===== config.mk =====
export PLATFORM = sky130hd
export DESIGN_NAME = clk_source_select
export DESIGN_NICKNAME = d
export VERILOG_FILES = /design/src/logic/clk_select_pkg.sv /design/src/logic/clk_source_select.sv
export SDC_FILE = /design/constraint.sdc
export NUM_CORES = 1
export LEC_CHECK = 0
export ABC_AREA = 1
export BUFFER_PORTS_ARGS = -buffer_cell sky130_fd_sc_hd__buf_2
export CORE_MARGIN = 2
export CORE_UTILIZATION = 48
export CTS_CLUSTER_DIAMETER = 150
export DETAILED_ROUTE_END_ITERATION = 10
export PLACE_DENSITY = 0.86
export SYNTH_ARGS = -nofsm -noshare
export SYNTH_HDL_FRONTEND = slang
export SYNTH_SLANG_ARGS = --single-unit

===== constraint.sdc =====
create_clock -name core_clk_in -period 1.87 [get_ports core_clk_in]
set_input_delay 0 -clock core_clk_in [delete_from_list [all_inputs] [get_ports core_clk_in]]
set_output_delay 0 -clock core_clk_in [all_outputs]
set_load 0.1 [all_outputs]

===== src/logic/clk_select_pkg.sv =====
// constants, field layouts and carrier types of the clock source selector
// Operation
// - one fast and one slow source are always selected, never none.
// - software switches system clock between fast and slow sources at run time.
// - fast source is internal rc or crystal, chosen by static configuration.
// - crystal range option: high range at or above 1MHz, low below.
// - internal fast rc selected releases the fast crystal pins as gpio.
// - slow code 0101010 picks rc, 1010101 crystal, anything else resets.
// - slow crystal pins are gpio unless the slow crystal feeds a clock.
// - bit 7 picks slow crystal mode: 0 quick start, 1 low power.
// - after power-on the low power bit is zero, quick start mode.
// - slow crystal runs normally in both modes; only current and start differ.
// - slow crystal clock is invalid until a start-up delay has passed.
// - slow clock stays available while the system clock is stopped.
// - select bit zero: codes 000,001 slow; 010 to 111 fast /64 to /2.
// - slow ready low in deep sleep; high after 1024 crystal or 2 rc ticks.
package clk_select_pkg;
	localparam int DATA_W = 32;
	localparam int ADDR_W = 12;
	// register byte addresses
	localparam logic [ADDR_W-1:0] SLOW_SEL_ADDR = 12'h000;
	localparam logic [ADDR_W-1:0] SYS_MODE_ADDR = 12'h004;
	localparam logic [ADDR_W-1:0] CFG_STAT_ADDR = 12'h008;
	// slow source codes
	localparam logic [6:0] CODE_SLOW_RC = 7'h2a;
	localparam logic [6:0] CODE_SLOW_XTAL = 7'h55;
	// reset values
	localparam logic [7:0] SLOW_SEL_RESET = 8'h2a;
	localparam logic [2:0] DIVIDER_RESET = 3'h0;
	localparam logic IDLE_EN_RESET = 1'b1;
	localparam logic FAST_SEL_RESET = 1'b1;
	// system mode register field positions, and the low power bit of the slow select register
	localparam int DIV_LSB = 5;
	localparam int SLOW_READY_POS = 3;
	localparam int FAST_READY_POS = 2;
	localparam int IDLE_EN_POS = 1;
	localparam int FAST_SEL_POS = 0;
	localparam int LOW_POWER_POS = 7;
	// divider codes at and above this pick the fast clock
	localparam logic [2:0] FIRST_FAST_CODE = 3'h2;
	// slow ready delays in slow ticks
	localparam logic [10:0] XTAL_READY_TICKS = 11'h400;
	localparam logic [10:0] RC_READY_TICKS = 11'h002;
	// fast ticks before the fast source counts as ready
	localparam logic [3:0] FAST_READY_TICKS = 4'h8;

	typedef struct packed
	{
		logic [2:0] divider;
		logic idle_en;
		logic fast_sel;
	} sys_mode_s;

	typedef struct packed
	{
		logic low_power;
		logic [6:0] code;
	} slow_sel_s;

	typedef struct packed
	{
		logic slow;
		logic [2:0] divider;
	} clk_choice_s;
endpackage : clk_select_pkg


===== src/logic/clk_source_select.sv =====
// system clock source selection, dividers, ready flags and pin roles
//
// Implementation choices: the register addresses and the APB slave port.
`timescale 1ns/10ps
module clk_source_select
	import clk_select_pkg::*;
(
	input wire logic core_clk_in,
	input wire logic rst_n_in,
	input wire logic psel_in,
	input wire logic penable_in,
	input wire logic pwrite_in,
	input wire logic [ADDR_W-1:0] paddr_in,
	input wire logic [DATA_W-1:0] pwdata_in,
	output logic [DATA_W-1:0] prdata_out,
	output logic pready_out,
	output logic pslverr_out,
	input wire logic internal_fast_rc_osc_in,
	input wire logic external_fast_crystal_in,
	input wire logic internal_slow_rc_osc_in,
	input wire logic external_slow_crystal_in,
	input wire logic fast_src_crystal_cfg_in,
	input wire logic fast_xtal_high_range_cfg_in,
	input wire logic cpu_halt_in,
	input wire logic deep_sleep_in,
	output logic sys_clk_en_out,
	output logic slow_clk_en_out,
	output logic fast_crystal_pins_gpio_out,
	output logic fast_xtal_high_range_out,
	output logic slow_crystal_pins_gpio_out,
	output logic slow_crystal_low_power_out,
	output logic device_reset_req_out
);

	// decode table for the divider limit: ticks per output pulse minus one
	function automatic logic [5:0] div_limit(input clk_choice_s c);
		logic [5:0] lim;
		lim = 6'h00;
		case (c.divider)
			3'h2: lim = 6'h3f;
			3'h3: lim = 6'h1f;
			3'h4: lim = 6'h0f;
			3'h5: lim = 6'h07;
			3'h6: lim = 6'h03;
			3'h7: lim = 6'h01;
			default: lim = 6'h00;
		endcase
		return lim;
	endfunction : div_limit

	// map register fields onto the clock choice; select bit set means fH
	function automatic clk_choice_s choice_of(input sys_mode_s m);
		clk_choice_s c;
		c.slow = ~m.fast_sel && (m.divider < FIRST_FAST_CODE);
		c.divider = m.fast_sel ? 3'h0 : m.divider;
		return c;
	endfunction : choice_of

	sys_mode_s sys_mode;
	slow_sel_s slow_sel;
	clk_choice_s active;
	logic [2:0] fast_sync;
	logic [2:0] slow_rc_sync;
	logic [2:0] slow_xt_sync;
	logic [1:0] cfg_sync;
	logic [1:0] cfg_hold;
	logic cfg_taken;
	logic [1:0] cfg_age;
	logic [5:0] div_cnt;
	logic [10:0] ready_cnt;
	logic slow_ready;
	logic [3:0] fast_cnt;
	logic fast_ready;
	logic [6:0] last_code;

	// raw sampling of the oscillator pins: two stages before use
	wire fast_raw = cfg_hold[0] ? external_fast_crystal_in
		: internal_fast_rc_osc_in;
	always_ff @(posedge core_clk_in or negedge rst_n_in)
	begin
		if (!rst_n_in)
		begin
			fast_sync <= 3'h0;
			slow_rc_sync <= 3'h0;
			slow_xt_sync <= 3'h0;
			cfg_sync <= 2'h0;
		end
		else
		begin
			fast_sync <= {fast_sync[1:0], fast_raw};
			slow_rc_sync <= {slow_rc_sync[1:0], internal_slow_rc_osc_in};
			slow_xt_sync <= {slow_xt_sync[1:0], external_slow_crystal_in};
			cfg_sync <= {fast_src_crystal_cfg_in, fast_xtal_high_range_cfg_in};
		end
	end

	// configuration options are caught once, after both sync stages hold them
	logic [1:0] cfg_sync2;
	always_ff @(posedge core_clk_in or negedge rst_n_in)
	begin
		if (!rst_n_in)
		begin
			cfg_sync2 <= 2'h0;
			cfg_hold <= 2'h0;
			cfg_taken <= 1'b0;
			cfg_age <= 2'h0;
		end
		else
		begin
			cfg_sync2 <= cfg_sync;
			cfg_age <= {cfg_age[0], 1'b1}; // fills after two edges
			if (cfg_age[1] && !cfg_taken)
			begin
				cfg_hold <= {cfg_sync2[0], cfg_sync2[1]};
				cfg_taken <= 1'b1;
			end
		end
	end

	// rising edges of the synchronised oscillators become tick enables
	wire fast_tick = fast_sync[1] & ~fast_sync[2];
	wire slow_is_xtal = (slow_sel.code == CODE_SLOW_XTAL);
	wire slow_rc_tick = slow_rc_sync[1] & ~slow_rc_sync[2];
	wire slow_xt_tick = slow_xt_sync[1] & ~slow_xt_sync[2];
	wire slow_tick = slow_is_xtal ? slow_xt_tick : slow_rc_tick;
	// slow clock runs through idle, stops in deep sleep and while the slow source is not ready
	wire slow_en = slow_tick & slow_ready & ~deep_sleep_in;

	// register bus decode
	wire bus_setup = psel_in & ~penable_in;
	wire bus_access = psel_in & penable_in;
	wire hit_slow = (paddr_in == SLOW_SEL_ADDR);
	wire hit_mode = (paddr_in == SYS_MODE_ADDR);
	wire hit_cfg = (paddr_in == CFG_STAT_ADDR);
	wire hit_any = hit_slow | hit_mode | hit_cfg;
	wire wr_slow = bus_access & pwrite_in & hit_slow;
	wire wr_mode = bus_access & pwrite_in & hit_mode;
	wire [6:0] wr_code = pwdata_in[6:0];
	wire code_ok = (wr_code == CODE_SLOW_RC) | (wr_code == CODE_SLOW_XTAL);

	// read data assembled from register and live state
	wire [7:0] mode_view = {sys_mode.divider, 1'b0, slow_ready, fast_ready,
		sys_mode.idle_en, sys_mode.fast_sel};
	wire [7:0] cfg_view = {4'h0, fast_crystal_pins_gpio_out,
		slow_crystal_pins_gpio_out, cfg_hold[1], cfg_hold[0]};
	wire [7:0] rd_byte = hit_slow ? slow_sel : (hit_mode ? mode_view
		: (hit_cfg ? cfg_view : 8'h00));

	assign pready_out = 1'b1;
	assign pslverr_out = bus_access & ~hit_any;

	// read data is captured in the setup cycle, answered with no wait
	always_ff @(posedge core_clk_in or negedge rst_n_in)
	begin
		if (!rst_n_in)
			prdata_out <= 32'h0000_0000;
		else if (bus_setup)
			prdata_out <= {24'h00_0000, rd_byte};
	end

	// software registers; an invalid slow code keeps the old one
	always_ff @(posedge core_clk_in or negedge rst_n_in)
	begin
		if (!rst_n_in)
		begin
			slow_sel <= SLOW_SEL_RESET;
			sys_mode <= {DIVIDER_RESET, IDLE_EN_RESET, FAST_SEL_RESET};
			device_reset_req_out <= 1'b0;
		end
		else
		begin
			device_reset_req_out <= wr_slow & ~code_ok;
			if (wr_slow && code_ok)
				slow_sel <= pwdata_in[7:0];
			if (wr_mode)
			begin
				sys_mode.divider <= pwdata_in[DIV_LSB+2:DIV_LSB];
				sys_mode.idle_en <= pwdata_in[IDLE_EN_POS];
				sys_mode.fast_sel <= pwdata_in[FAST_SEL_POS];
			end
		end
	end

	// slow ready counter restarts on deep sleep or slow source change
	wire [10:0] ready_need = slow_is_xtal ? XTAL_READY_TICKS
		: RC_READY_TICKS;
	always_ff @(posedge core_clk_in or negedge rst_n_in)
	begin
		if (!rst_n_in)
		begin
			ready_cnt <= 11'h000;
			slow_ready <= 1'b0;
			last_code <= SLOW_SEL_RESET[6:0];
		end
		else
		begin
			last_code <= slow_sel.code;
			if (deep_sleep_in || last_code != slow_sel.code)
			begin
				ready_cnt <= 11'h000;
				slow_ready <= 1'b0;
			end
			else if (slow_tick && !slow_ready)
			begin
				ready_cnt <= ready_cnt + 11'h001;
				slow_ready <= (ready_cnt + 11'h001 >= ready_need);
			end
		end
	end

	// fast ready after a few fast ticks
	always_ff @(posedge core_clk_in or negedge rst_n_in)
	begin
		if (!rst_n_in)
		begin
			fast_cnt <= 4'h0;
			fast_ready <= 1'b0;
		end
		else if (fast_tick && !fast_ready)
		begin
			fast_cnt <= fast_cnt + 4'h1;
			fast_ready <= (fast_cnt + 4'h1 == FAST_READY_TICKS);
		end
	end

	// switching: new choice applied once its source is ready, at a boundary of the old clock, or at once if the old clock is not ready
	clk_choice_s wanted;
	assign wanted = choice_of(sys_mode);
	wire fast_pulse = fast_tick & (div_cnt == div_limit(active));
	wire cur_pulse = active.slow ? slow_en : fast_pulse;
	wire cur_dead = active.slow ? ~slow_ready : ~fast_ready;
	wire target_ok = wanted.slow ? slow_ready : fast_ready;
	wire do_switch = (wanted != active) & (cur_pulse | cur_dead) & target_ok;

	always_ff @(posedge core_clk_in or negedge rst_n_in)
	begin
		if (!rst_n_in)
		begin
			active <= {1'b0, 3'h0};
			div_cnt <= 6'h00;
		end
		else if (do_switch)
		begin
			active <= wanted;
			div_cnt <= 6'h00; // restart the new period in full
		end
		else if (fast_tick)
			div_cnt <= fast_pulse ? 6'h00 : div_cnt + 6'h01;
	end

	// clock enables and pin roles
	always_ff @(posedge core_clk_in or negedge rst_n_in)
	begin
		if (!rst_n_in)
		begin
			sys_clk_en_out <= 1'b0;
			slow_clk_en_out <= 1'b0;
		end
		else
		begin
			sys_clk_en_out <= cur_pulse & ~cpu_halt_in;
			slow_clk_en_out <= slow_en;
		end
	end

	assign fast_crystal_pins_gpio_out = ~cfg_hold[0];
	assign fast_xtal_high_range_out = cfg_hold[1];
	assign slow_crystal_pins_gpio_out = ~slow_is_xtal;
	assign slow_crystal_low_power_out = slow_sel.low_power;
endmodule : clk_source_select


# Word-level counts from Yosys, hierarchy flattened
# Cells that the tools add are included.
[classes] order_cmp=2 muxes=18 reduce_logical=12 n_addsub=3 eq_ne=15 n_bitwise=33
[ops] op="$pmux W6 S6" count=1
[ops] op="$mux W11" count=3
[ops] op="$mux W6" count=3
[ops] op="$and A1 B1 Y1" count=16
[ops] op="$mux W8" count=2
[ops] op="$eq A7 B7 Y1 const B" count=2
[ops] op="$not A1 Y1" count=13
[ops] op="$eq A12 B3 Y1 const B" count=1
[ops] op="$eq A12 B4 Y1 const B" count=1
[ops] op="$eq A3 B3 Y1 const B" count=4
[ops] op="$logic_not A12 Y1" count=1
[ops] op="$add A11 B1 Y11 const B" count=1
[ops] op="$ge A11 B11 Y1" count=1
[ops] op="$eq A7 B6 Y1 const B" count=1
[ops] op="$mux W1" count=7
[ops] op="$ne A7 B7 Y1" count=1
[ops] op="$add A6 B1 Y6 const B" count=1
[ops] op="$eq A3 B2 Y1 const B" count=2
[ops] op="$eq A6 B6 Y1" count=1
[ops] op="$logic_and A1 B1 Y1" count=5
[ops] op="$add A4 B1 Y4 const B" count=1
[ops] op="$eq A4 B4 Y1 const B" count=1
[ops] op="$mux W4" count=1
[ops] op="$ne A4 B4 Y1" count=1
[ops] op="6 further kinds" count=12
[word_totals] out_inout_bits=41 input_bits=57 ff_bits=76

# Longest topological paths before layout
[depth] depth_word=10 depth_mapped=14

# Least setup slack after synthesis
# Ideal clock, no wire load.
[synth_path] kind="register to register" startpoint="register slow_sel[0] (netlist name)" endpoint="register slow_ready" period_less_slack_ns=2.471 path_stages_with_launch=15 arrival_ns=2.349 setup_slack_ns=-0.601 path_buffers=0 setup_time_ns=0.122 cell_sequence="dfrtp_1 inv_1 nor3_2 nand2_1 ha_1 nand2_1 nand2_1 nor2_1 nand3_1 nor2_1 nand3_1 nand2_1 nand2_1 nand2_1 a21oi_1"
[synth_between] elab_chain_len=5 elab_cells_between_ends=10 classes_between="1 x order compare; 2 x eq/ne; 4 x mux; 3 x reduce/logical"
[synth_lines] item="from (decl)" line="clk_source_select.sv:60" rtl="slow_sel_s slow_sel;"
[synth_lines] item="from (signal assigned)" line="clk_source_select.sv:174" rtl="slow_sel <= pwdata_in[7:0];"
[synth_lines] item="$eq A7 B7 Y1" line="clk_source_select.sv:122" rtl="wire slow_is_xtal = (slow_sel.code == CODE_SLOW_XTAL);"
[synth_lines] item="$mux W11" line="clk_source_select.sv:185" rtl="wire [10:0] ready_need = slow_is_xtal ? XTAL_READY_TICKS"
[synth_lines] item="$ge A11 B11 Y1" line="clk_source_select.sv:206" rtl="slow_ready <= (ready_cnt + 11'h001 >= ready_need);"
[synth_lines] item="$mux W1" line="clk_source_select.sv:203" rtl="else if (slow_tick && !slow_ready)"
[synth_lines] item="$mux W1" line="clk_source_select.sv:198" rtl="if (deep_sleep_in || last_code != slow_sel.code)"
[synth_lines] item="to (signal assigned)" line="clk_source_select.sv:206"
[synth_lines] item="to (decl)" line="clk_source_select.sv:71" rtl="logic slow_ready;"
# Parallel ways exist; a longest one is shown, timed or not. The select of a mux whose other input is x is not followed.
# A chain may end at the register's enable or synchronous reset.

# Worst setup path in the final report
# Same ends and word-level chain as after synthesis.

==> impl_metrics.py <==
metrics = {
    "synth": {
        "async_flop_share_pct": 100,
        "synth_edf_count": 0,
        "yosysUniqueCellTypes": 37,
        "seq_area_frac_synth_pct": 50.0,
        "synthCells": 463,
        "ys_ff_latch": 76,
        "synth_warnings": 0,
        "avgSynthCellArea_um2": 8.27,
        "synth_ff_type": "dfrtp_1",
        "netlist_area_mm2": 0.00383,
    },
    "routing": {
        "drt_iter0_markers": 199,
        "dr.pass1.iters": 6,
        "routed_wl_um": 8490,
        "viasPerCell": 4.99,
        "wl_per_cell_um": 12.8,
        "vias": 3305,
        "ant_nets": 0,
        "drcViolationCount": 0,
    },
    "sta": {
        "clock_skew_ns": 0.0107,
        "hold_viol_final": 0,
        "rsz0062_at_grt": "true",
        "hold-worst-slack_ns": 0.00977,
        "post-route-min-period_ns": 1.95,
        "period_share_pct": 104,
        "setup_tns_ns": -0.0795,
        "max_freq_ghz": 0.513,
        "postLayoutSetupSlackWorst_ns": -0.0795,
        "drv_slew": 0,
        "setup_viol": 1,
    },
    "global_route": {
        "met3_usage_pct": 2.98,
        "grtUsageMet1_pct": 24.1,
        "overflow": 0,
        "globalRouteMet2Util_pct": 35.3,
        "grt_pass1_wl_um": 13700,
        "grt.busiest_layer": "met2",
        "grt_usage_pct": 19.9,
        "antenna_found_initial": 0,
        "grt_max_degree": 41,
        "grt_pass1_vias": 3133,
    },
    "critical_path": {
        "crit_chain": "inv_2 > nor3_4 > nand2_8 > ha_4 > nand2_2 > nand2_1 > nor2_1 > nand3_1 > nor2_1 > nand3_1 > nand2_1 > nand2_1 > nand2_1 > a21oi_1",
        "critPathSlowestCell": "dfrtp_1",
        "cp_common_cell": "nand2_1",
        "crit_type": "flop to flop",
        "cp_max_fo": 5,
        "slowest_delay_ns": 0.42,
        "arrival_ns": 2.19,
        "critPathTopFamily": "simple AND/OR/NAND/NOR gates",
        "end_kind": "flop",
        "start_kind": "flop",
        "cp.required_ns": 2.11,
        "crit_buf_inv": 1,
    },
    "floorplan": {
        "num_rows": 32,
        "die-area_mm2": 0.00870,
        "core_region_area_mm2": 0.00773,
        "die_w_um": 93.3,
        "start_util_pct": 49.5,
        "pin_count": 98,
        "die-height_um": 93.3,
    },
    "power": {
        "leakagePower_nw": 2.41,
        "ir_drop_v": 0.000575,
        "powerDensity_mw_per_mm2": 925,
    },
    "min_path": {
        "hold_class": "input pin to flop",
    },
    "final_layout": {
        "areaGrowthSynthToFinish_pct": 22.1,
        "final_layout_size_suffix_gt1_share_pct": 22.1,
        "fillers": 643,
        "layout.nets": 617,
        "n_antenna_cell": 0,
    },
    "clock_tree": {
        "cts_tree": "built",
        "clockBufferDepth": 2,
        "cts_sinks": 76,
        "cts_max_level": 3,
        "cts_buffers": 9,
        "clockRootBuffer": "clkbuf_8",
        "clk_latency_ns": 0.35,
        "path_clk_slew_ns": 0.09,
    },
    "status": {
        "status": "complete, but fails checks",
        "violations": "negative setup slack",
    },
    "run": {
        "drv_cap": 0,
    },
    "placed_design": {
        "hpwl_um": 5920,
        "gp_congestion": 0.862,
        "portBuffers": 48,
    },
}
## stage by stage
step / power (W) / area, um^2 / utilization, % / worst slack, ns / instances
6_report: 0.00432 / 4670 / 60.5 / -0.0795 / 662
5_1_grt: 0.00453 / 4670 / 60.5 / -0.203 / 662
4_1_cts: 0.00433 / 4610 / 59.7 / 0.0116 / 657
3_5_place_dp: 0.00313 / 4250 / 55.0 / -0.0128 / 623
3_3_place_gp: 0.00309 / 4250 / 55.0 / 0.106 / 623
2_1_floorplan: 0.00290 / 3970 / - / 0.00431 / 487
## worst min-delay path: stages
cell and delay [ns]:
buf_2 0.09, inv_1 0.05, nand4_1 0.12, nor3_1 0.07
## cell usage after synthesis, types with 2 or more instances
master	n	area, um^2
mux2_2	2	22.5
o21ai_1	8	40.0
inv_1	64	240
buf_2	2	10.0
dfrtp_1	68	1700
nor2_2	3	18.8
a41oi_1	3	26.3
buf_4	25	188
o21ai_2	2	17.5
nor2_1	44	165
ha_1	5	62.6
inv_2	4	15.0
nor3_1	9	45.0
nand4_1	10	62.6
nand2_2	5	31.3
nand3_4	2	35.0
o21ai_0	14	70.1
nand3_1	21	105
a31oi_1	5	31.3
nand2_1	115	432
o22ai_1	6	37.5
xor2_1	11	96.3
xnor2_1	2	17.5
conb_1	2	7.51
a21oi_1	12	60.1
dfstp_2	8	210
## cells in the final DEF, fill, tap and decap left out, types with 3 or more instances in the layout
| cell type | n |
|---|---|
| o21ai_1 | 8 |
| a31oi_1 | 5 |
| inv_1 | 61 |
| ha_1 | 4 |
| inv_2 | 5 |
| nand2_2 | 5 |
| nand2_1 | 112 |
| o21ai_0 | 14 |
| nor3_1 | 8 |
| a21oi_1 | 12 |
| a41oi_1 | 3 |
| dlygate4sd3_1 | 17 |
| inv_6 | 3 |
| conb_1 | 26 |
| dfstp_2 | 8 |
| nor2_2 | 3 |
| buf_4 | 19 |
| nand4_1 | 10 |
| dfrtp_1 | 66 |
| xor2_1 | 11 |
| nand3_1 | 21 |
| buf_2 | 47 |
| nor2_1 | 44 |
| o22ai_1 | 6 |
| clkbuf_8 | 9 |
## state kept, by name (all words and copies together), names as in the netlist, 2 cells and up
signal,flops
div_cnt,6
cfg_hold,2
ready_cnt,11
cfg_sync2,2
slow_xt_sync,3
active,4
fast_cnt,4
prdata_out,8
cfg_age,2
slow_sel,7
last_code,7
fast_sync,3
cfg_sync,2
slow_rc_sync,3
mode_view,5
## where the power goes
| group | internal (W) | total [W] | switching [W] |
|---|---|---|---|
| registers | 0.00180 | 0.00192 | 0.000119 |
| logic | 0.000314 | 0.00123 | 0.000920 |
| clock network | 0.000502 | 0.00117 | 0.000664 |
| total | 0.00262 | 0.00432 | 0.00170 |
## path summary, 6_finish.rpt
kind,from,to,slack (ns),depth (start not counted)
setup / recovery,slow_sel[0]$_DFFE_PN0P_,slow_ready$_DFFE_PN0P_,-0.08,14
setup reg to reg,slow_sel[0]$_DFFE_PN0P_,slow_ready$_DFFE_PN0P_,-0.08,14
min in group asynchronous,rst_n_in,slow_rc_sync[1]$_DFF_PN0_,0.15,2
hold reg to reg,cfg_sync[0]$_DFF_PN0_,cfg_sync2[0]$_DFF_PN0_,0.36,0
hold / removal,paddr_in[3],device_reset_req_out$_DFF_PN0_,0.01,4
max in group asynchronous,rst_n_in,mode_view[1]$_DFFE_PN1P_,1.08,3
## area by class of cell
cell class                      count  area [um^2]  share of cell area [%]
Sequential cell                    76         1910                    41.0
Multi-Input combinational cell    314         1610                    34.4
Tap cell                          102          128                    2.73
Inverter                           69          264                    5.65
Timing Repair Buffer               85          579                    12.4
Clock inverter                      7         57.6                    1.23
Clock buffer                        9          124                    2.65
## cells by family (layout without fill, tap and decap cells)
family | Yosys count | in the layout | synth area share, %
compound gates | 54 | 54 | 8.21
xor+xnor | 13 | 13 | 2.97
fa+ha+maj | 5 | 5 | 1.63
buf+inv | 97 | 170 | 12.0
flops | 76 | 76 | 50.0
mux | 2 | 2 | 0.588
other cells | 2 | 26 | 0.196
simple gates | 214 | 214 | 24.4
## repair_timing
action,CTS,global route
setup buffers,1,5
gates resized for setup,1,10
pin swaps,1,3
hold buffers,17,0
endpoints found under the setup margin,1,21
hold endpoints to repair,55,0
## metal layers
metal	up-vias	part of all wire (%)
li1	1606	-
met1	1545	41
met2	138	52
met3	16	5.4
met4	0	1.8
met5	-	0
Note: power is estimated with default switching activity, not from simulation.
